## config.mk

```make
export PLATFORM = sky130hd
export DESIGN_NAME = sdio_resp_ctrl
export DESIGN_NICKNAME = d
export VERILOG_FILES = /design/src/rtl/sdr_pkg.sv /design/src/rtl/fifo_ctl_if.sv /design/src/rtl/fifo_level.sv /design/src/rtl/resp_capture.sv /design/src/rtl/sdio_resp_ctrl.sv
export SDC_FILE = /design/constraint.sdc
export NUM_CORES = 1
export LEC_CHECK = 0
export ABC_AREA = 1
export BUFFER_PORTS_ARGS = -buffer_cell sky130_fd_sc_hd__buf_4
export CELL_PAD_IN_SITES_DETAIL_PLACEMENT = 0
export CELL_PAD_IN_SITES_GLOBAL_PLACEMENT = 1
export CORE_MARGIN = 2
export CORE_UTILIZATION = 40
export DETAILED_ROUTE_END_ITERATION = 6
export GPL_ROUTABILITY_DRIVEN = 0
export PLACE_DENSITY_LB_ADDON = 0.08
export SLEW_MARGIN = 25
export SYNTH_ARGS = -nofsm -noshare
export SYNTH_HDL_FRONTEND = slang
export SYNTH_HIERARCHICAL = 1
export SYNTH_SLANG_ARGS = --single-unit
```

## constraint.sdc

```tcl
create_clock -name pclk -period 3.2 [get_ports pclk]
set_input_delay 0.48 -clock pclk [delete_from_list [all_inputs] [get_ports pclk]]
set_output_delay 0.48 -clock pclk [all_outputs]
set_load 0.005 [all_outputs]
```

## src/rtl/sdr_pkg.sv

```systemverilog
package sdr_pkg;
   // ==========================================
   // register byte offsets
   localparam logic [7:0] OFF_RSP01 = 8'h00;
   localparam logic [7:0] OFF_RSP23 = 8'h04;
   localparam logic [7:0] OFF_RSP45 = 8'h08;
   localparam logic [7:0] OFF_RSP67 = 8'h0c;
   localparam logic [7:0] OFF_TOKEN = 8'h10;
   localparam logic [7:0] OFF_RESP_COMMAND_INDEX = 8'h14;
   localparam logic [7:0] OFF_RWCTL = 8'h18;
   localparam logic [7:0] OFF_IOST = 8'h1c;
   localparam logic [7:0] OFF_IEN = 8'h20;
   localparam logic [7:0] OFF_IST = 8'h24;
   localparam logic [7:0] OFF_FIFOCTL = 8'h28;
   // ==========================================
   // field positions
   localparam int RWC_REQ = 0;
   localparam int RWC_AUTO = 1;
   localparam int ST_LINE1 = 0;
   localparam int ST_PERIOD = 1;
   localparam int ST_RDWAIT = 2;
   localparam int IRQ_CARD = 0;
   localparam int IRQ_RW = 1;
   localparam int FC_RST = 0;
   localparam int FC_DIR = 1;
   localparam int FC_LEV = 2;
   localparam int FC_ACC = 3;
   // ==========================================
   // reset values, codes and counts
   localparam logic [15:0] RST_WORD = 16'h0000;
   localparam logic [7:0] RST_BYTE = 8'h00;
   localparam logic [1:0] FMT_NONE = 2'h0;
   localparam logic [1:0] FMT_R48 = 2'h1;
   localparam logic [1:0] FMT_R136 = 2'h2;
   localparam logic [1:0] FMT_R48_NOCRC = 2'h3;
   localparam logic [1:0] RW_DELAY_EDGES = 2'h2;
   localparam logic [6:0] THR_LOW_BYTES = 7'h20;
   localparam logic [6:0] THR_HIGH_BYTES = 7'h40;
   localparam logic [6:0] FIFO_DEPTH_BYTES = 7'h40;
   localparam logic [2:0] ACC_MAX_BYTES = 3'h4;
   typedef enum logic [1:0] {
      RW_IDLE = 2'b00,
      RW_ARMED = 2'b01,
      RW_COUNT = 2'b10,
      RW_HOLD = 2'b11
   } rw_state_t;
endpackage

```

## src/rtl/fifo_ctl_if.sv

```systemverilog
`timescale 1ns/100ps
// ==========================================
// fifo configuration and flags between control and level tracker
interface fifo_ctl_if;
   logic [1:0] host_access_width;
   logic fifo_threshold_select;
   logic fifo_direction;
   logic fifo_soft_reset;
   logic full;
   logic empty;
   logic thr_pulse;
   modport ctl (output host_access_width, fifo_threshold_select, fifo_direction,
      fifo_soft_reset, input full, empty, thr_pulse);
   modport trk (input host_access_width, fifo_threshold_select, fifo_direction,
      fifo_soft_reset, output full, empty, thr_pulse);
endinterface

```

## src/rtl/fifo_level.sv

```systemverilog
`timescale 1ns/100ps
// ==========================================
// fifo fill level, flags and threshold requests
module fifo_level (
   input wire logic clk,
   input wire logic rst_n,
   input wire logic host_xfer,
   input wire logic card_byte,
   fifo_ctl_if.trk ctl
);
   logic [6:0] level_q;
   logic [6:0] moved_q;
   wire [6:0] width = {4'h0, 3'(sdr_pkg::ACC_MAX_BYTES - {1'b0, ctl.host_access_width})};
   wire [6:0] thr = ctl.fifo_threshold_select ? sdr_pkg::THR_HIGH_BYTES
      : sdr_pkg::THR_LOW_BYTES;
   // threshold counts bytes crossing the card side, so reads and writes pace alike
   wire [6:0] moved_sum = 7'(moved_q + 7'h01);
   wire hit = card_byte && (moved_sum >= thr);
   wire [6:0] host_add = ctl.fifo_direction ? width : 7'(-width);
   wire [6:0] card_add = ctl.fifo_direction ? 7'h7f : 7'h01;
   wire [6:0] step = 7'((host_xfer ? host_add : 7'h00) + (card_byte ? card_add : 7'h00));

   // flags follow the host access width
   assign ctl.full = level_q > 7'(sdr_pkg::FIFO_DEPTH_BYTES - width);
   assign ctl.empty = level_q < width;
   assign ctl.thr_pulse = hit && !ctl.fifo_soft_reset;

   // soft reset holds all state at zero while set
   always_ff @(posedge clk or negedge rst_n)
   begin
      if (!rst_n)
      begin
         level_q <= 7'h00;
         moved_q <= 7'h00;
      end
      else if (ctl.fifo_soft_reset)
      begin
         level_q <= 7'h00;
         moved_q <= 7'h00;
      end
      else
      begin
         level_q <= 7'(level_q + step);
         if (card_byte) moved_q <= hit ? 7'(moved_sum - thr) : moved_sum;
      end
   end
endmodule

```

## src/rtl/resp_capture.sv

```systemverilog
`timescale 1ns/100ps
// ==========================================
// response holding words and first byte
module resp_capture (
   input wire logic clk,
   input wire logic rst_n,
   input wire logic resp_valid,
   input wire logic [1:0] fmt,
   input wire logic [135:0] resp_data,
   input wire logic sw_wr,
   input wire logic [1:0] sw_idx,
   input wire logic [31:0] sw_data,
   output logic [127:0] words,
   output logic [7:0] first_byte
);
   wire is_long = resp_valid && (fmt == sdr_pkg::FMT_R136);
   wire is_short = resp_valid && (fmt == sdr_pkg::FMT_R48 || fmt == sdr_pkg::FMT_R48_NOCRC);

   // one holding word per slice; new response always overwrites
   genvar i;
   generate
      for (i = 0; i < 8; i++)
      begin : g_word
         logic [15:0] w_q;
         logic [15:0] short_val;
         if (i == 7) assign short_val = resp_data[39:24];
         else if (i == 6) assign short_val = resp_data[23:8];
         else assign short_val = {8'h00, resp_data[7:0]};
         always_ff @(posedge clk or negedge rst_n)
         begin
            if (!rst_n) w_q <= sdr_pkg::RST_WORD;
            else if (is_long) w_q <= resp_data[16*i +: 16];
            else if (is_short && i >= 5) w_q <= short_val;
            else if (sw_wr && sw_idx == 2'(i / 2)) w_q <= sw_data[16*(i%2) +: 16];
         end
         assign words[16*i +: 16] = w_q;
      end
   endgenerate

   // first byte: start, direction and index bits
   always_ff @(posedge clk or negedge rst_n)
   begin
      if (!rst_n) first_byte <= sdr_pkg::RST_BYTE;
      else if (is_long) first_byte <= resp_data[135:128];
      else if (is_short) first_byte <= resp_data[47:40];
   end
endmodule

```

## src/rtl/sdio_resp_ctrl.sv

```systemverilog
// The register offsets and register access over APB were chosen for this implementation.
`timescale 1ns/100ps
// Notes on behaviour
// - new response overwrites holding words always
// - eight sixteen-bit words, two per register
// - short response fills words seven to five
// - long response fills all eight words
// - first byte holds start, direction, index
// - write status token kept in byte
// - wait starts two card clocks after block
// - clearing request ends wait, releases line two
// - crc error before last block of multi read auto-requests wait
// - status shows wait, period, line one level
// - enables: read wait bit1, card bit0
// - wait start sets flag; write one clears
// - card interrupt sets flag; write one clears
// - access width code sets full/empty
// - threshold request every 32 or 64 bytes
// - direction bit: host reads or writes fifo
// - fifo soft reset holds state cleared
// - format code selects capture layout
module sdio_resp_ctrl (
   input wire logic pclk,
   input wire logic presetn,
   input wire logic psel,
   input wire logic penable,
   input wire logic pwrite,
   input wire logic [7:0] paddr,
   input wire logic [31:0] pwdata,
   output logic [31:0] prdata,
   output logic pready,
   output logic pslverr,
   input wire logic resp_valid,
   input wire logic [1:0] response_format_code,
   input wire logic [135:0] resp_data,
   input wire logic wr_token_valid,
   input wire logic [7:0] wr_token,
   input wire logic rd_block_end,
   input wire logic rd_crc_error,
   input wire logic rd_multi_block,
   input wire logic rd_last_block,
   input wire logic card_irq_period,
   input wire logic card_clk,
   input wire logic card_data_line_one,
   input wire logic card_data_line_two_i,
   output logic card_data_line_two_o,
   output logic card_data_line_two_oe,
   input wire logic host_xfer,
   input wire logic card_byte,
   output logic fifo_full,
   output logic fifo_empty,
   output logic dma_req,
   output logic fifo_thr_irq,
   output logic card_event_irq
);
   // ==========================================
   // bus decode
   wire wr_en = psel && penable && pwrite;
   wire rd_setup = psel && !penable && !pwrite;
   wire hit_rsp = paddr[7:4] == 4'h0 && paddr[1:0] == 2'b00;
   wire hit_tok = paddr == sdr_pkg::OFF_TOKEN;
   wire hit_resp_command_index = paddr == sdr_pkg::OFF_RESP_COMMAND_INDEX;
   wire hit_rwc = paddr == sdr_pkg::OFF_RWCTL;
   wire hit_st = paddr == sdr_pkg::OFF_IOST;
   wire hit_ien = paddr == sdr_pkg::OFF_IEN;
   wire hit_ist = paddr == sdr_pkg::OFF_IST;
   wire hit_fc = paddr == sdr_pkg::OFF_FIFOCTL;
   wire mapped = hit_rsp || hit_tok || hit_resp_command_index || hit_rwc || hit_st || hit_ien
      || hit_ist || hit_fc;

   // zero-wait slave; unmapped access flags an error
   assign pready = 1'b1;
   assign pslverr = psel && penable && !mapped;

   // ==========================================
   // pin synchronisers
   logic [2:0] clk_s_q;
   logic [2:0] l1_s_q;
   logic [1:0] l2_s_q;
   always_ff @(posedge pclk or negedge presetn)
   begin
      if (!presetn)
      begin
         clk_s_q <= 3'h0;
         l1_s_q <= 3'h7;
         l2_s_q <= 2'h3;
      end
      else
      begin
         clk_s_q <= {clk_s_q[1:0], card_clk};
         l1_s_q <= {l1_s_q[1:0], card_data_line_one};
         l2_s_q <= {l2_s_q[0], card_data_line_two_i};
      end
   end
   // edges taken from stages two and three only
   wire card_rise = clk_s_q[1] && !clk_s_q[2];
   wire line_one_level = l1_s_q[1];
   wire line_one_fall = !l1_s_q[1] && l1_s_q[2];
   wire card_irq_seen = card_irq_period && line_one_fall;

   // ==========================================
   // response words and token
   logic [127:0] rsp_words;
   logic [7:0] first_byte;
   logic [7:0] token_q;
   resp_capture u_capture (
      .clk(pclk),
      .rst_n(presetn),
      .resp_valid(resp_valid),
      .fmt(response_format_code),
      .resp_data(resp_data),
      .sw_wr(wr_en && hit_rsp),
      .sw_idx(paddr[3:2]),
      .sw_data(pwdata),
      .words(rsp_words),
      .first_byte(first_byte)
   );

   // status token after each written block
   always_ff @(posedge pclk or negedge presetn)
   begin
      if (!presetn) token_q <= sdr_pkg::RST_BYTE;
      else if (wr_token_valid) token_q <= wr_token;
   end

   // ==========================================
   // read wait control
   logic req_q;
   logic auto_q;
   logic [1:0] ien_q;
   logic [1:0] ist_q;
   logic [1:0] edge_cnt_q;
   sdr_pkg::rw_state_t rw_q;
   sdr_pkg::rw_state_t rw_d;
   wire crc_auto = auto_q && rd_crc_error && rd_multi_block && !rd_last_block;
   wire req_clr = wr_en && hit_rwc && !pwdata[sdr_pkg::RWC_REQ];
   wire req_set = wr_en && hit_rwc && pwdata[sdr_pkg::RWC_REQ];
   wire wait_start = rw_q == sdr_pkg::RW_COUNT && card_rise
      && edge_cnt_q == 2'(sdr_pkg::RW_DELAY_EDGES - 2'h1);

   // auto set beats a same-cycle software clear
   always_ff @(posedge pclk or negedge presetn)
   begin
      if (!presetn)
      begin
         req_q <= 1'b0;
         auto_q <= 1'b0;
      end
      else
      begin
         if (crc_auto) req_q <= 1'b1;
         else if (req_set) req_q <= 1'b1;
         else if (req_clr) req_q <= 1'b0;
         if (wr_en && hit_rwc) auto_q <= pwdata[sdr_pkg::RWC_AUTO];
      end
   end

   // arm on request, count card edges after block end, then hold
   always_comb
   begin
      rw_d = rw_q;
      case (rw_q)
         sdr_pkg::RW_IDLE: if (req_q) rw_d = sdr_pkg::RW_ARMED;
         sdr_pkg::RW_ARMED: if (rd_block_end) rw_d = sdr_pkg::RW_COUNT;
         sdr_pkg::RW_COUNT: if (wait_start) rw_d = sdr_pkg::RW_HOLD;
         default: rw_d = sdr_pkg::RW_HOLD;
      endcase
      if (!req_q) rw_d = sdr_pkg::RW_IDLE;
   end

   always_ff @(posedge pclk or negedge presetn)
   begin
      if (!presetn) rw_q <= sdr_pkg::RW_IDLE;
      else rw_q <= rw_d;
   end

   // card clock edges since block end
   always_ff @(posedge pclk or negedge presetn)
   begin
      if (!presetn) edge_cnt_q <= 2'h0;
      else if (rw_q != sdr_pkg::RW_COUNT) edge_cnt_q <= 2'h0;
      else if (card_rise) edge_cnt_q <= 2'(edge_cnt_q + 2'h1);
   end

   // line two driven low only while holding; released otherwise
   assign card_data_line_two_o = 1'b0;
   assign card_data_line_two_oe = rw_q == sdr_pkg::RW_HOLD;

   // ==========================================
   // card event flags, set beats clear
   wire [1:0] ev = {wait_start && ien_q[sdr_pkg::IRQ_RW],
      card_irq_seen && ien_q[sdr_pkg::IRQ_CARD]};
   wire [1:0] w1c = (wr_en && hit_ist) ? pwdata[1:0] : 2'b00;
   always_ff @(posedge pclk or negedge presetn)
   begin
      if (!presetn)
      begin
         ien_q <= 2'b00;
         ist_q <= 2'b00;
      end
      else
      begin
         if (wr_en && hit_ien) ien_q <= pwdata[1:0];
         ist_q <= ev | (ist_q & ~w1c);
      end
   end
   assign card_event_irq = |(ist_q & ien_q);

   // ==========================================
   // fifo control
   logic [4:0] fc_q;
   fifo_ctl_if fifo_bus ();
   assign fifo_bus.host_access_width = fc_q[sdr_pkg::FC_ACC +: 2];
   assign fifo_bus.fifo_threshold_select = fc_q[sdr_pkg::FC_LEV];
   assign fifo_bus.fifo_direction = fc_q[sdr_pkg::FC_DIR];
   assign fifo_bus.fifo_soft_reset = fc_q[sdr_pkg::FC_RST];
   always_ff @(posedge pclk or negedge presetn)
   begin
      if (!presetn) fc_q <= 5'h00;
      else if (wr_en && hit_fc) fc_q <= pwdata[4:0];
   end

   fifo_level u_level (
      .clk(pclk),
      .rst_n(presetn),
      .host_xfer(host_xfer),
      .card_byte(card_byte),
      .ctl(fifo_bus)
   );
   assign fifo_full = fifo_bus.full;
   assign fifo_empty = fifo_bus.empty;
   assign dma_req = fifo_bus.thr_pulse;
   assign fifo_thr_irq = fifo_bus.thr_pulse;

   // ==========================================
   // read data, loaded in the setup cycle
   wire [31:0] rsp_sel = rsp_words[32*paddr[3:2] +: 32];
   wire [31:0] st_word = {29'h0, rw_q == sdr_pkg::RW_HOLD, card_irq_period,
      line_one_level};
   wire [31:0] rd_mux = hit_rsp ? rsp_sel
      : hit_tok ? {24'h0, token_q}
      : hit_resp_command_index ? {24'h0, first_byte}
      : hit_rwc ? {30'h0, auto_q, req_q}
      : hit_st ? st_word
      : hit_ien ? {30'h0, ien_q}
      : hit_ist ? {30'h0, ist_q}
      : hit_fc ? {27'h0, fc_q}
      : 32'h0000_0000;
   logic [31:0] prdata_q;
   always_ff @(posedge pclk or negedge presetn)
   begin
      if (!presetn) prdata_q <= 32'h0000_0000;
      else if (rd_setup) prdata_q <= rd_mux;
   end
   assign prdata = prdata_q;
endmodule

```

### Yosys cells after proc, flatten, opt, wreduce, memory -nomap -nowiden

Cells that the tools add are included.
W data, S select, Z words.

| storage, ports and cells | value |
|---|---|
| register bits | 211 |
| word-level logic and storage cells | 168 |

| operators by class | value |
|---|---|
| add/sub/neg operators | 8 |
| $lt $le $gt $ge | 3 |
| eq/ne operators | 20 |
| shifts and indexed selects | 1 |
| multiplexer cells | 48 |
| bitwise logic cells | 4 |
| reductions and logical operators | 62 |

Operators with widths:

| kind | number |
|---|---|
| $mux W16 | 19 |
| $shiftx A128 B8 Y32 | 1 |
| $mux W7 | 9 |
| $eq A8 B5 Y1 const B | 4 |
| $mux W32 | 1 |
| $mux W8 | 4 |
| $logic_and A1 B1 Y1 | 31 |
| $mux W5 | 5 |
| $eq A8 B6 Y1 const B | 3 |
| $add A7 B7 Y7 | 2 |
| $eq A2 B2 Y1 const B | 6 |
| $mux W2 | 6 |
| $reduce_bool A2 Y1 | 6 |
| $reduce_bool A3 Y1 | 3 |
| $eq A2 B1 Y1 const B | 4 |
| $logic_not A1 Y1 | 8 |
| $logic_or A1 B1 Y1 | 8 |
| $add A7 B1 Y7 const B | 1 |
| $ge A7 B7 Y1 | 1 |
| $gt A7 B7 Y1 | 1 |
| $lt A7 B3 Y1 | 1 |
| $neg A3 Y7 | 1 |
| $sub A7 B3 Y7 const A | 1 |
| $sub A7 B7 Y7 | 1 |
| 13 further kinds | 19 |

### Longest topological paths before layout

Gate-level depths: netlist (run 1).

| depth | value |
|---|---|
| depth after elaboration | 11 |
| mapped depth | 16 |
| mapped depth without buffers | 16 |

### By module

The synthesis (run 1) kept the hierarchy.

Modules (own cells, without submodules):

| module | instances | cells each | area each (um2) | seq. area each (um2) |
|---|---|---|---|---|
| resp_capture | 1 | 1007 | 7166.9 | 3403.3 |
| sdio_resp_ctrl | 1 | 440 | 3430.8 | 1530.2 |
| fifo_level | 1 | 167 | 1371.3 | 350.3 |

### Least setup slack after synthesis (run 1)

No wires, ideal clock.

| timing | value |
|---|---|
| path kind | reg2reg |
| start | register fc_q[3] |
| end | register u_level.level_q[5] |
| data arrival time | 2.641 ns |
| data required time | 3.081 ns |
| path slack | 0.440 ns |
| cell stages (with the launch flop) | 13 |
| path buffers | 0 |
| period minus slack after synthesis | 2.760 ns |
| path through | dfrtp_1 > inv_1 > ha_1 > xnor2_1 > nand2_1 > o211ai_1 > fa_1 > inv_1 > ha_1 > fa_1 > a31oi_1 > xor2_1 > nor2_1 |

| between the ends | value |
|---|---|
| longest elaborated chain between the ends | 7 |

RTL lines:

| element | line | RTL |
|---|---|---|
| start: declaration | sdio_resp_ctrl.sv:211 | `logic [4:0] fc_q;` |
| start signal: assignment | sdio_resp_ctrl.sv:220 | `else if (wr_en && hit_fc) fc_q <= pwdata[4:0];` |
| $sub A3 B2 Y3 (*) | fifo_level.sv:13 | `wire [6:0] width = {4'h0, 3'(sdr_pkg::ACC_MAX_BYTES - {1'b0, ctl.host_access_width})};` |
| $neg A3 Y7 | fifo_level.sv:19 | `wire [6:0] host_add = ctl.fifo_direction ? width : 7'(-width);` |
| $mux W7 (*) | fifo_level.sv:19 |  |
| $mux W7 (*) | fifo_level.sv:21 | `wire [6:0] step = 7'((host_xfer ? host_add : 7'h00) + (card_byte ? card_add : 7'h00));` |
| $add A7 B7 Y7 (*) | fifo_level.sv:21 |  |
| $add A7 B7 Y7 (*) | fifo_level.sv:43 | `level_q <= 7'(level_q + step);` |
| $mux W7 (*) | fifo_level.sv:36 | `else if (ctl.fifo_soft_reset)` |
| end signal: assignment | fifo_level.sv:43 |  |
| end: declaration | fifo_level.sv:11 | `logic [6:0] level_q;` |

Mark *: on every way between the ends. The rest lies on a longest branch, timed or not.
A chain may end at the register's enable or synchronous reset.

### Worst setup path after layout (run 1)

| timing | value |
|---|---|
| start | register u_level.moved_q[1] |
| end | output port fifo_thr_irq |

| between the ends | value |
|---|---|
| longest elaborated chain between the ends | 4 |

RTL lines:

| element | line | RTL |
|---|---|---|
| start: declaration | fifo_level.sv:12 | `logic [6:0] moved_q;` |
| start signal: assignment | fifo_level.sv:44 | `if (card_byte) moved_q <= hit ? 7'(moved_sum - thr) : moved_sum;` |
| $add A7 B1 Y7 | fifo_level.sv:17 | `wire [6:0] moved_sum = 7'(moved_q + 7'h01);` |
| $ge A7 B7 Y1 | fifo_level.sv:18 | `wire hit = card_byte && (moved_sum >= thr);` |
| $logic_and A1 B1 Y1 | fifo_level.sv:18 |  |
| $logic_and A1 B1 Y1 | fifo_level.sv:26 | `assign ctl.thr_pulse = hit && !ctl.fifo_soft_reset;` |
| end: declaration | sdio_resp_ctrl.sv:53 | `output logic fifo_thr_irq,` |

Every way passes these cells.

==> flow_summary.json, run 1 <==
{
  "flow.area_growth_from_synthesis_pct": 25.6,
  "run_status": "complete, no violations",
  "drt_iter0_markers": 1264,
  "vdd.ir_drop.worst_mv": 0.322,
  "global_route.overflow_total": 0,
  "grt_util_met1": 0.394,
  "post_synthesis_cell_count": 1614,
  "hold_depth": 1,
  "crit_path_cell_trace": "ha_4 -> nand4_1 -> nor2_1 -> xnor2_1 -> inv_1 -> buf_4 -> fa_1 -> inv_1 -> nand2_2 -> nand2_2 -> nor2_2 -> buf_4",
  "async_reset_ff_frac": 1.00,
  "grt.met3_usage": 0.0391,
  "fp-row-count": 63,
  "slowest_delay_ns": 0.42,
  "worst_slew_slack_as_a_fraction_of_its_limit": 0.425,
  "setup.worst_path.end_class": "output pin",
  "reg2reg_slack_ns": 0.36,
  "maxSlewViolCount": 0,
  "postRouteWirelength_um": 43800,
  "synth_top_flop_cell": "sky130_fd_sc_hd__dfrtp_1",
  "timing.fmax_mhz": 330,
  "fin_hold_ws_ns": 0.0642,
  "drt_pre_antenna_iters": 5,
  "cts-htree-levels": 1,
  "critical_path.reg2reg.startpoint": "fc_q[4]",
  "design.portCount": 244,
  "synth.avg_cell_area_um2": 7.42,
  "seq_power_share": 0.414,
  "netlist-cell-type-count": 44,
  "power_leakage_nw": 7.90,
  "setup_viol": 0,
  "worstHoldEndpoint": "clk_s_q[0]",
  "postSynthRegisterBits": 211,
  "vias_per_cell": 5.45,
  "groute.layer.met2.usage": 0.446,
  "finalWorstSetupSlack_ns": 0.169,
  "chipWidth_um": 177,
  "hpwl_um": 29900,
  "dieArea_um2": 31300,
  "cts_sinks": 211,
  "final_core_utilization": 0.508,
  "timing.rr.end": "u_level/level_q[5]",
  "vias_in_the_first_global_route": 12000,
  "post_syn_nets": 1846,
  "power.switching_fraction": 0.302,
  "clk_root_buffer_cell": "sky130_fd_sc_hd__clkbuf_16",
  "cts_buffers": 25,
  "design.core.area_um2": 29600,
  "critical_path.slowest_cell": "sky130_fd_sc_hd__dfrtp_1",
  "synth_area_um2": 12000,
  "hold_viol_final": 0,
  "finalClockSkew_ns": 0.00849,
  "post-route-min-period_ns": 3.03,
  "layout.nets": 2055,
  "total_switching_power_w": 0.00245,
  "tightest_slew_ns": 0.861,
  "grt.busiest_layer": "met2",
  "worstPathArrival_ns": 2.55,
  "floorplan.initialDensity": 0.405,
  "count_of_flip_flops_with_a_built_in_enable_after_synthesis": 0,
  "yosys_warnings": 6,
  "holdCritStartpoint": "card_clk",
  "p_per_area_nw_per_um2": 539,
  "routed-via-count": 12200,
  "drcViolationCount": 0,
  "max-cap-violations": 0,
  "worst_ep_required_time_ns": 2.72,
  "grt_start_max_net_pins": 109,
  "place_ws_ns": 0.347,
  "timing.critical_path.from_type": "flip-flop",
  "worstPathBufferInverterCount": 4,
  "path_class": "flip-flop to output pin",
  "reg2regPathDepth": 12,
  "grt_pass1_wl_um": 67700,
  "critical-path-top-delay-family": "adder cells",
  "combinationalPowerShare": 0.224,
  "totalNegativeSetupSlack_ns": 0,
  "timing.critical_path.fanout_max": 3,
  "routedWlPerCell_um": 19.6,
  "internal-power_w": 0.00566,
  "synth.yosys.seq_area_share": 0.441,
  "fillers": 3018,
  "die_y_um": 177,
  "ratio_of_final_minimum_period_to_clock_period": 0.947,
  "clock_path_buffers": 3,
  "clkTransAtPathRegs_ns": 0.06,
  "clock_power_share": 0.363,
  "ant_nets": 0,
  "worstHoldPathType": "primary input to flip-flop",
  "grt.total_usage": 0.280,
  "worstSkewPairLatency_ns": 0.53,
  "cts_tree": "yes",
  "port-buffer-count": 240,
  "grt_antenna_before_repair": 1,
  "drive_above_1_share": 0.191
}
synthesized netlist by cell type (2+ instances only):
master                     instances  share of area
sky130_fd_sc_hd__a21o_1           14         0.0088
sky130_fd_sc_hd__a21oi_1          26          0.011
sky130_fd_sc_hd__a22o_1            2         0.0015
sky130_fd_sc_hd__a22oi_1          44          0.028
sky130_fd_sc_hd__a31oi_1           3         0.0016
sky130_fd_sc_hd__and3_1           10         0.0052
sky130_fd_sc_hd__buf_1             3        0.00094
sky130_fd_sc_hd__buf_2            53          0.022
sky130_fd_sc_hd__buf_4             6         0.0038
sky130_fd_sc_hd__clkbuf_1         33          0.010
sky130_fd_sc_hd__conb_1            4         0.0013
sky130_fd_sc_hd__dfrtp_1         208           0.43
sky130_fd_sc_hd__dfstp_2           3         0.0066
sky130_fd_sc_hd__fa_1              8          0.013
sky130_fd_sc_hd__ha_1             21          0.022
sky130_fd_sc_hd__inv_1           125          0.039
sky130_fd_sc_hd__inv_2             6         0.0019
sky130_fd_sc_hd__mux2_2            4         0.0038
sky130_fd_sc_hd__nand2_1         540           0.17
sky130_fd_sc_hd__nand2_2           5         0.0026
sky130_fd_sc_hd__nand3_1         338           0.14
sky130_fd_sc_hd__nand4_1          13         0.0068
sky130_fd_sc_hd__nor2_1           50          0.016
sky130_fd_sc_hd__nor2_2            5         0.0026
sky130_fd_sc_hd__nor2_4            3         0.0028
sky130_fd_sc_hd__nor3_1            5         0.0021
sky130_fd_sc_hd__nor3_2            2         0.0017
sky130_fd_sc_hd__o211ai_1          2         0.0013
sky130_fd_sc_hd__o21a_1            2         0.0013
sky130_fd_sc_hd__o21ai_0          48          0.020
sky130_fd_sc_hd__o21ai_1          10         0.0042
sky130_fd_sc_hd__o22ai_1           3         0.0016
sky130_fd_sc_hd__xnor2_1           3         0.0022
sky130_fd_sc_hd__xor2_1            2         0.0015
layout make-up:
class	count	area (um^2)	area share
sequential	211	5280	0.352
tap	390	488	0.0325
multi-input combinational	1176	5770	0.384
inverter	131	492	0.0327
clock buffer	39	768	0.0511
clock inverter	5	77.6	0.00516
antenna	1	2.50	0.000167
timing repair buffer	278	2150	0.143
repair_timing:
| action | CTS | global route |
|---|---|---|
| setup buffers | 1 | 4 |
| gates resized for setup | 0 | 3 |
| pin swaps | 0 | 2 |
| endpoints found under the hold margin | 63 | 0 |
| setup endpoints to repair | 2 | 2 |
| hold buffers | 1 | 0 |
sequential cells by signal (all words and copies together) (netlist names), 5 cells and up:
| register | cells |
|---|---|
| u_level/moved_q | 7 |
| u_level/level_q | 7 |
| u_capture/first_byte | 8 |
| u_capture/g_word.w_q | 128 |
| token_q | 8 |
| prdata | 32 |
| fc_q | 5 |
how the worst max path moves through the flow:
stage / start / to / slack, ns / cells past startpoint
2_1_floorplan: fc_q[3] / u_level/level_q[5] / 0.44 / 12
3_3_place_gp: fc_q[4] / u_level/level_q[5] / 0.39 / 12
3_5_place_dp: fc_q[4] / u_level/level_q[5] / 0.35 / 12
4_1_cts: u_level/moved_q[1] / fifo_thr_irq / 0.03 / 13
5_1_grt: u_level/moved_q[1] / fifo_thr_irq / -0.008 / 13
6_report: u_level/moved_q[1] / fifo_thr_irq / 0.17 / 12
power groups by stage:
| stage | logic, W | clock network, W | registers (W) |
|---|---|---|---|
| after detailed placement | 0.00178 | 0 | 0.00339 |
| after global routing | 0.00208 | 0.00310 | 0.00340 |
| after CTS | 0.00179 | 0.00300 | 0.00334 |
| after global placement | 0.00174 | 0 | 0.00338 |
| final | 0.00181 | 0.00294 | 0.00335 |
| after floorplan | 0.00113 | 0 | 0.00331 |
metal layers:
metal,up-vias,part of all wire,routed length [um]
met4,2,0.033,1430
li1,5701,-,-
met3,91,0.076,3340
met5,-,0.00023,10
met2,525,0.46,20200
met1,5834,0.43,18800
logic make-up after synthesis:
logic type               count (synthesis)  share of synthesized area
AND/OR/NAND/NOR                        974                      0.352
buffers and inverters                  227                     0.0787
flip-flops                             211                      0.441
AO/OA/AOI/OAI                          159                     0.0823
adder cells (fa/ha/maj)                 29                     0.0353
XOR/XNOR                                 6                    0.00502
other                                    4                    0.00125
multiplexers                             4                    0.00376
cell usage in the layout (no fill, tap or decap), drive strengths merged, types with 8 or more instances in the layout:
| master | instances |
|---|---|
| a21o | 14 |
| a21oi | 27 |
| a22oi | 44 |
| and3 | 10 |
| buf | 276 |
| clkbuf | 40 |
| dfrtp | 208 |
| fa | 8 |
| ha | 21 |
| inv | 131 |
| nand2 | 545 |
| nand3 | 339 |
| nand4 | 13 |
| nor2 | 58 |
| o21ai | 59 |
through the flow:
step | cell area [um^2] | cells | power (W)
after floorplan | 12000 | 1614 | 0.00444
after global placement | 14100 | 2180 | 0.00512
after detailed placement | 14100 | 2180 | 0.00517
after CTS | 15000 | 2226 | 0.00813
after global routing | 15000 | 2230 | 0.00858
final | 15000 | 2231 | 0.00810
No activity file was read; power rests on OpenSTA's default activity.
==> run 2, diff against run 1 <==
--- a/config.mk
+++ b/config.mk
@@ -10,7 +10,7 @@
 export CELL_PAD_IN_SITES_DETAIL_PLACEMENT = 0
 export CELL_PAD_IN_SITES_GLOBAL_PLACEMENT = 1
 export CORE_MARGIN = 2
-export CORE_UTILIZATION = 40
+export CORE_UTILIZATION = 36
 export DETAILED_ROUTE_END_ITERATION = 6
 export GPL_ROUTABILITY_DRIVEN = 0
 export PLACE_DENSITY_LB_ADDON = 0.08
==> constraint.sdc (replaced) <==
create_clock -name pclk -period 2.48 [get_ports pclk]
set_input_delay 0.372 -clock pclk [delete_from_list [all_inputs] [get_ports pclk]]
set_output_delay 0.372 -clock pclk [all_outputs]
set_load 0.005 [all_outputs]
==> run 2 against run 1 <==
Net effect: the flow now finishes with violations (negative setup slack); total power increased by 33%; combinational power increased by 50%; utilization decreased by 3.1 points; register-to-register slack got worse by 0.46 ns; routed wire length increased by 4.0%; sequential power increased by 29%; global-route usage decreased by 2.3 points; non-clock buffer count increased by 33; die area increased by 11%; hold slack got worse by 0.012 ns; clock-buffer cell count increased by 4; clock power increased by 28%; critical endpoint unchanged.
==> flow_summary.json, run 2 (synthesis gave the netlist of run 1 again) <==
{
  "grt_antenna_before_repair": 1,
  "post-route-min-period_ns": 2.86,
  "dieArea_um2": 34700,
  "failed_checks": "negative setup slack",
  "design.core.area_um2": 32600,
  "die_y_um": 186,
  "clock_power_share": 0.348,
  "drcViolationCount": 0,
  "design.portCount": 244,
  "final_core_utilization": 0.477,
  "grt.busiest_layer": "met2",
  "timing.rr.end": "u_level/level_q[5]",
  "routedWlPerCell_um": 19.6,
  "clkTransAtPathRegs_ns": 0.06,
  "rsz0062_at_grt": "yes",
  "postRouteWirelength_um": 45500,
  "clk_root_buffer_cell": "sky130_fd_sc_hd__clkbuf_16",
  "max-cap-violations": 0,
  "power_leakage_nw": 8.07,
  "setup.worst_path.end_class": "output pin",
  "vdd.ir_drop.worst_mv": 0.478,
  "worstPathArrival_ns": 2.49,
  "path_class": "flip-flop to output pin",
  "mostFrequentLayoutCells": "sky130_fd_sc_hd__nand2_1 (534), sky130_fd_sc_hd__nand3_1 (336), sky130_fd_sc_hd__buf_4 (294)",
  "setup_viol": 5,
  "timing.critical_path.fanout_max": 3,
  "reg2regPathDepth": 12,
  "worst_slew_slack_as_a_fraction_of_its_limit": 0.500,
  "power_w": 0.0108,
  "ratio_of_final_minimum_period_to_clock_period": 1.15,
  "internal-power_w": 0.00744,
  "total_switching_power_w": 0.00333,
  "worst_ep_required_time_ns": 2.11,
  "groute.layer.met2.usage": 0.417,
  "worstSkewPairLatency_ns": 0.54,
  "chipWidth_um": 186,
  "tightest_slew_ns": 0.749,
  "port-buffer-count": 240,
  "grt.total_usage": 0.258,
  "cts-htree-levels": 1,
  "worstHoldPathType": "primary input to flip-flop",
  "cts_buffers": 26,
  "hold_viol_final": 0,
  "reg2reg_slack_ns": -0.10,
  "run_status": "finished, violations left",
  "routed-via-count": 12100,
  "drt_iter0_markers": 984,
  "floorplan.initialDensity": 0.367,
  "hpwl_um": 31700,
  "critical_path.reg2reg.startpoint": "fc_q[3]",
  "vias_in_the_first_global_route": 12200,
  "global_route.overflow_total": 0,
  "cts_tree": "yes",
  "seq_power_share": 0.401,
  "maxSlewViolCount": 0,
  "top_register": "u_capture/g_word.w_q",
  "fillers": 3332,
  "finalWorstSetupSlack_ns": -0.383,
  "grt_pass1_wl_um": 70300,
  "largest_reg_flops": 128,
  "vias_per_cell": 5.21,
  "cts_sinks": 211,
  "worstSetupStartpoint": "u_level/moved_q[0]",
  "hold_depth": 3,
  "worstHoldEndpoint": "u_capture/g_word[4].w_q[12]",
  "grt.met3_usage": 0.0333,
  "p_per_area_nw_per_um2": 692,
  "drt_pre_antenna_iters": 5,
  "holdCritStartpoint": "resp_data[76]",
  "ant_nets": 0,
  "drive_above_1_share": 0.221,
  "combinationalPowerShare": 0.251,
  "power.switching_fraction": 0.309,
  "layout.nets": 2089,
  "layout_commonest_cell": "sky130_fd_sc_hd__nand2_1",
  "flow.area_growth_from_synthesis_pct": 30.0,
  "fp-row-count": 66,
  "finalClockSkew_ns": 0.0195,
  "timing.critical_path.from_type": "flip-flop",
  "grt_start_max_net_pins": 92,
  "grt_util_met1": 0.366,
  "timing.fmax_mhz": 349,
  "clock_path_buffers": 3
}
==> run 2: cell count changes in the layout (fill, tap and decap cells not counted), moves of 7 or more <==
cell,previous run,this run
sky130_fd_sc_hd__ha_1,20,12
sky130_fd_sc_hd__ha_4,1,8
sky130_fd_sc_hd__buf_4,272,294
sky130_fd_sc_hd__inv_1,125,118
==> run 2: area by class of cell <==
type / count / area, um^2 / area share
antenna: 1 / 2.50 / 0.000161
clock buffer: 43 / 786 / 0.0505
clock inverter: 3 / 40.0 / 0.00257
inverter: 131 / 494 / 0.0318
multi-input combinational: 1176 / 5930 / 0.381
sequential: 211 / 5290 / 0.340
tap: 442 / 553 / 0.0355
timing repair buffer: 311 / 2470 / 0.159
==> run 2: timing repair <==
item	CTS	global route
hold endpoints to repair	53	0
hold buffers	3	0
setup endpoints to repair	7	9
setup buffers	8	4
gates resized for setup	22	21
pin swaps	19	18
==> run 2: worst max-delay path by stage <==
| stage | end | slack (ns) | depth (start not counted) |
|---|---|---|---|
| 6_report | fifo_thr_irq | -0.38 | 13 |
| 3_5_place_dp | u_level/level_q[5] | -0.13 | 12 |
| 3_3_place_gp | u_level/level_q[5] | -0.12 | 12 |
| 4_1_cts | fifo_thr_irq | -0.45 | 13 |
| 2_1_floorplan | u_level/level_q[5] | -0.04 | 12 |
| 5_1_grt | fifo_thr_irq | -0.54 | 13 |
==> run 2: routing by layer <==
layer	vias to the layer above	wire, um
met2	450	20900
met5	-	16
met1	5802	20700
met3	63	2800
met4	2	1140
li1	5769	-
==> run 2: power groups by stage <==
stage / clock network, W / registers (W) / logic (W)
floorplan: 0 / 0.00427 / 0.00146
global placement: 0 / 0.00435 / 0.00235
detailed placement: 0 / 0.00436 / 0.00239
CTS: 0.00384 / 0.00431 / 0.00259
global route: 0.00397 / 0.00438 / 0.00304
finish: 0.00375 / 0.00432 / 0.00271
==> run 2: worst max-delay path: stages, from the launching register on <==
cell and delay (ns):
sky130_fd_sc_hd__dfrtp_1 0.38, sky130_fd_sc_hd__ha_2 0.19, sky130_fd_sc_hd__nand4_1 0.11, sky130_fd_sc_hd__nor2_1 0.06, sky130_fd_sc_hd__xnor2_1 0.23, sky130_fd_sc_hd__inv_2 0.10
sky130_fd_sc_hd__ha_4 0.28, sky130_fd_sc_hd__nand3_2 0.06, sky130_fd_sc_hd__a21oi_2 0.12, sky130_fd_sc_hd__nand3_2 0.08, sky130_fd_sc_hd__nand2_2 0.09, sky130_fd_sc_hd__nand2_2 0.06
sky130_fd_sc_hd__nor2_2 0.09, sky130_fd_sc_hd__buf_4 0.12
==> run 2: stage by stage <==
stage	instances	area, um^2	setup TNS [ns]	worst slack [ns]	hold WS, ns
finish	2318	15600	-1.05	-0.383	0.0522
detailed placement	2259	14500	-0.256	-0.128	0.338
CTS	2316	15500	-1.24	-0.452	0.0341
global route	2317	15600	-1.74	-0.537	0.0553
floorplan	1614	12000	-0.0422	-0.0422	0.0764
global placement	2259	14500	-0.159	-0.118	0.336
==> run 3, diff against run 2 <==
--- a/config.mk
+++ b/config.mk
@@ -9,11 +9,11 @@
 export BUFFER_PORTS_ARGS = -buffer_cell sky130_fd_sc_hd__buf_4
 export CELL_PAD_IN_SITES_DETAIL_PLACEMENT = 0
 export CELL_PAD_IN_SITES_GLOBAL_PLACEMENT = 1
-export CORE_MARGIN = 2
 export CORE_UTILIZATION = 36
 export DETAILED_ROUTE_END_ITERATION = 6
 export GPL_ROUTABILITY_DRIVEN = 0
 export PLACE_DENSITY_LB_ADDON = 0.08
+export RECOVER_POWER = 50
 export SLEW_MARGIN = 25
 export SYNTH_ARGS = -nofsm -noshare
 export SYNTH_HDL_FRONTEND = slang
==> run 3 against run 2 <==
Net effect: the flow finishes with violations (max-capacitance violations, max-slew violations, negative setup slack); first-iteration DRC count is 11% higher; clock skew is 0.0056 ns lower; sequential share of layout area is 0.090 points lower; sequential power hardly changed; register-to-register slack hardly changed; clock-buffer cell count is 6 lower; critical path depth is 1 lower; total power is 1.4% higher; hold slack hardly changed; routed wire length hardly changed; sequential cell count stayed put; global-route usage is 1.0 points higher.
==> flow_summary.json, run 3 (synthesis gave the netlist of run 1 again) <==
{
  "clk_root_buffer_cell": "sky130_fd_sc_hd__clkbuf_16",
  "internal-power_w": 0.00752,
  "critical-path-top-delay-family": "adder cells",
  "timing.fmax_mhz": 355,
  "design.core.area_um2": 32600,
  "drive_above_1_share": 0.224,
  "clkTransAtPathRegs_ns": 0.06,
  "global_route.overflow_total": 0,
  "timing.critical_path.from_type": "flip-flop",
  "worstSkewPairLatency_ns": 0.53,
  "combinationalPowerShare": 0.258,
  "setup_viol": 6,
  "ant_nets": 0,
  "flow.area_growth_from_synthesis_pct": 30.3,
  "port-buffer-count": 240,
  "finalWorstSetupSlack_ns": -0.339,
  "grt.total_usage": 0.268,
  "postRouteWirelength_um": 45600,
  "routed-via-count": 12100,
  "drt_iter0_markers": 1091,
  "fp-row-count": 66,
  "worst_ep_required_time_ns": 2.11,
  "grt_antenna_before_repair": 2,
  "grt_pass1_wl_um": 69400,
  "layout_commonest_cell": "sky130_fd_sc_hd__nand2_1",
  "tightest_slew_ns": 1.98,
  "chipWidth_um": 184,
  "total_switching_power_w": 0.00340,
  "top_register": "u_capture/g_word.w_q",
  "finish.cell_count_without_fillers": 2327,
  "max-cap-violations": 1,
  "post-route-min-period_ns": 2.82,
  "run_status": "finished, violations left",
  "setup.worst_path.end_class": "output pin",
  "cts_buffers": 25,
  "routedWlPerCell_um": 19.6,
  "critical_path.slowest_cell": "sky130_fd_sc_hd__dfrtp_1",
  "layout.nets": 2098,
  "seq_power_share": 0.397,
  "fin_hold_ws_ns": 0.0524,
  "design.portCount": 244,
  "timing.critical_path.fanout_max": 2,
  "worst_slew_slack_as_a_fraction_of_its_limit": -0.318,
  "power_leakage_nw": 8.11,
  "dieArea_um2": 34000,
  "mostFrequentLayoutCells": "sky130_fd_sc_hd__nand2_1 (536), sky130_fd_sc_hd__nand3_1 (335), sky130_fd_sc_hd__buf_4 (297)",
  "maxSlewViolCount": 70,
  "p_per_area_nw_per_um2": 700,
  "path_class": "flip-flop to output pin",
  "failed_checks": "max-capacitance violations, max-slew violations, negative setup slack",
  "vias_per_cell": 5.21,
  "vias_in_the_first_global_route": 12000,
  "worstPathArrival_ns": 2.45,
  "cts-htree-levels": 1,
  "finalClockSkew_ns": 0.0139,
  "largest_reg_flops": 128,
  "hpwl_um": 31500,
  "cell_area_reported_after_detailed_placement_um2": 14500,
  "totalNegativeSetupSlack_ns": -0.953,
  "worstPathBufferInverterCount": 4,
  "clock_path_buffers": 3,
  "fin_area_um2": 15600,
  "die_y_um": 184,
  "cts_sinks": 211,
  "clock_power_share": 0.346,
  "worstHoldPathType": "primary input to flip-flop",
  "hold_viol_final": 0,
  "vdd.ir_drop.worst_mv": 0.506,
  "drcViolationCount": 0,
  "grt_start_max_net_pins": 87,
  "power.switching_fraction": 0.311,
  "rsz0062_at_grt": "yes",
  "placedCellCount": 2259,
  "slowest_delay_ns": 0.35,
  "floorplan.initialDensity": 0.367,
  "drt_pre_antenna_iters": 7,
  "ratio_of_final_minimum_period_to_clock_period": 1.14,
  "crit_path_cell_trace": "ha_2 -> nand4_1 -> nor2_2 -> xnor2_2 -> inv_2 -> buf_4 -> fa_2 -> inv_1 -> nand2_2 -> nand2_2 -> nor2_2 -> buf_4",
  "cts_tree": "yes"
}
[run 3: worst register-to-register path, delay by kind of cell, from the launching register on]
kind                     cells  cell delay [ns]
XOR/XNOR                     2             0.28
flip-flops                   1             0.42
AND/OR/NAND/NOR              2             0.11
buffers and inverters        2             0.13
adder cells (fa/ha/maj)      4             1.26
AO/OA/AOI/OAI                2             0.24
[run 3: cell type report]
cell class | count | area [um^2]
sequential | 211 | 5290
multi-input combinational | 1176 | 5930
timing repair buffer | 321 | 2510
clock buffer | 37 | 731
antenna | 1 | 2.50
fill | 3406 | 17000
clock inverter | 8 | 96.3
tap | 442 | 553
inverter | 131 | 492
[run 3: final timing paths]
kind	cells after the start	from	to	slack (ns)
setup / recovery	12	u_level/moved_q[0]	dma_req	-0.34
hold / removal	3	wr_token[6]	token_q[6]	0.05
setup reg to reg	12	fc_q[3]	u_level/level_q[5]	-0.10
hold reg to reg	0	clk_s_q[0]	clk_s_q[1]	0.35
max in group asynchronous	3	presetn	u_capture/g_word[5].w_q[5]	0.26
min in group asynchronous	2	presetn	clk_s_q[2]	0.92
[run 3: power groups by stage]
stage	clock network, W	registers [W]	logic, W
3_3_place_gp	0	0.00435	0.00237
2_1_floorplan	0	0.00427	0.00146
4_1_cts	0.00385	0.00432	0.00278
5_1_grt	0.00398	0.00439	0.00317
6_report	0.00378	0.00433	0.00281
3_5_place_dp	0	0.00437	0.00240
[run 3: layer usage]
metal	up-vias	part of all wire	global-route usage	wire, um
met3	73	0.066	0.0387	3010
met4	2	0.026	0.0750	1190
met5	-	0.00029	0	13
li1	5798	-	-	-
met2	405	0.46	0.431	21000
met1	5847	0.45	0.373	20400
[run 3: repair_timing]
item | CTS | global route
pin swaps | 13 | 13
setup buffers | 21 | 3
hold endpoints to repair | 66 | 0
resized for setup | 26 | 13
setup endpoints to repair | 6 | 9
hold buffers | 3 | 0
[run 3: per-stage QoR]
stage | total power, W | utilization | setup WS, ns
floorplan | 0.00573 | - | -0.0422
global placement | 0.00672 | 0.444 | -0.119
detailed placement | 0.00677 | 0.444 | -0.143
CTS | 0.0109 | 0.479 | -0.377
global route | 0.0115 | 0.478 | -0.520
finish | 0.0109 | 0.478 | -0.339
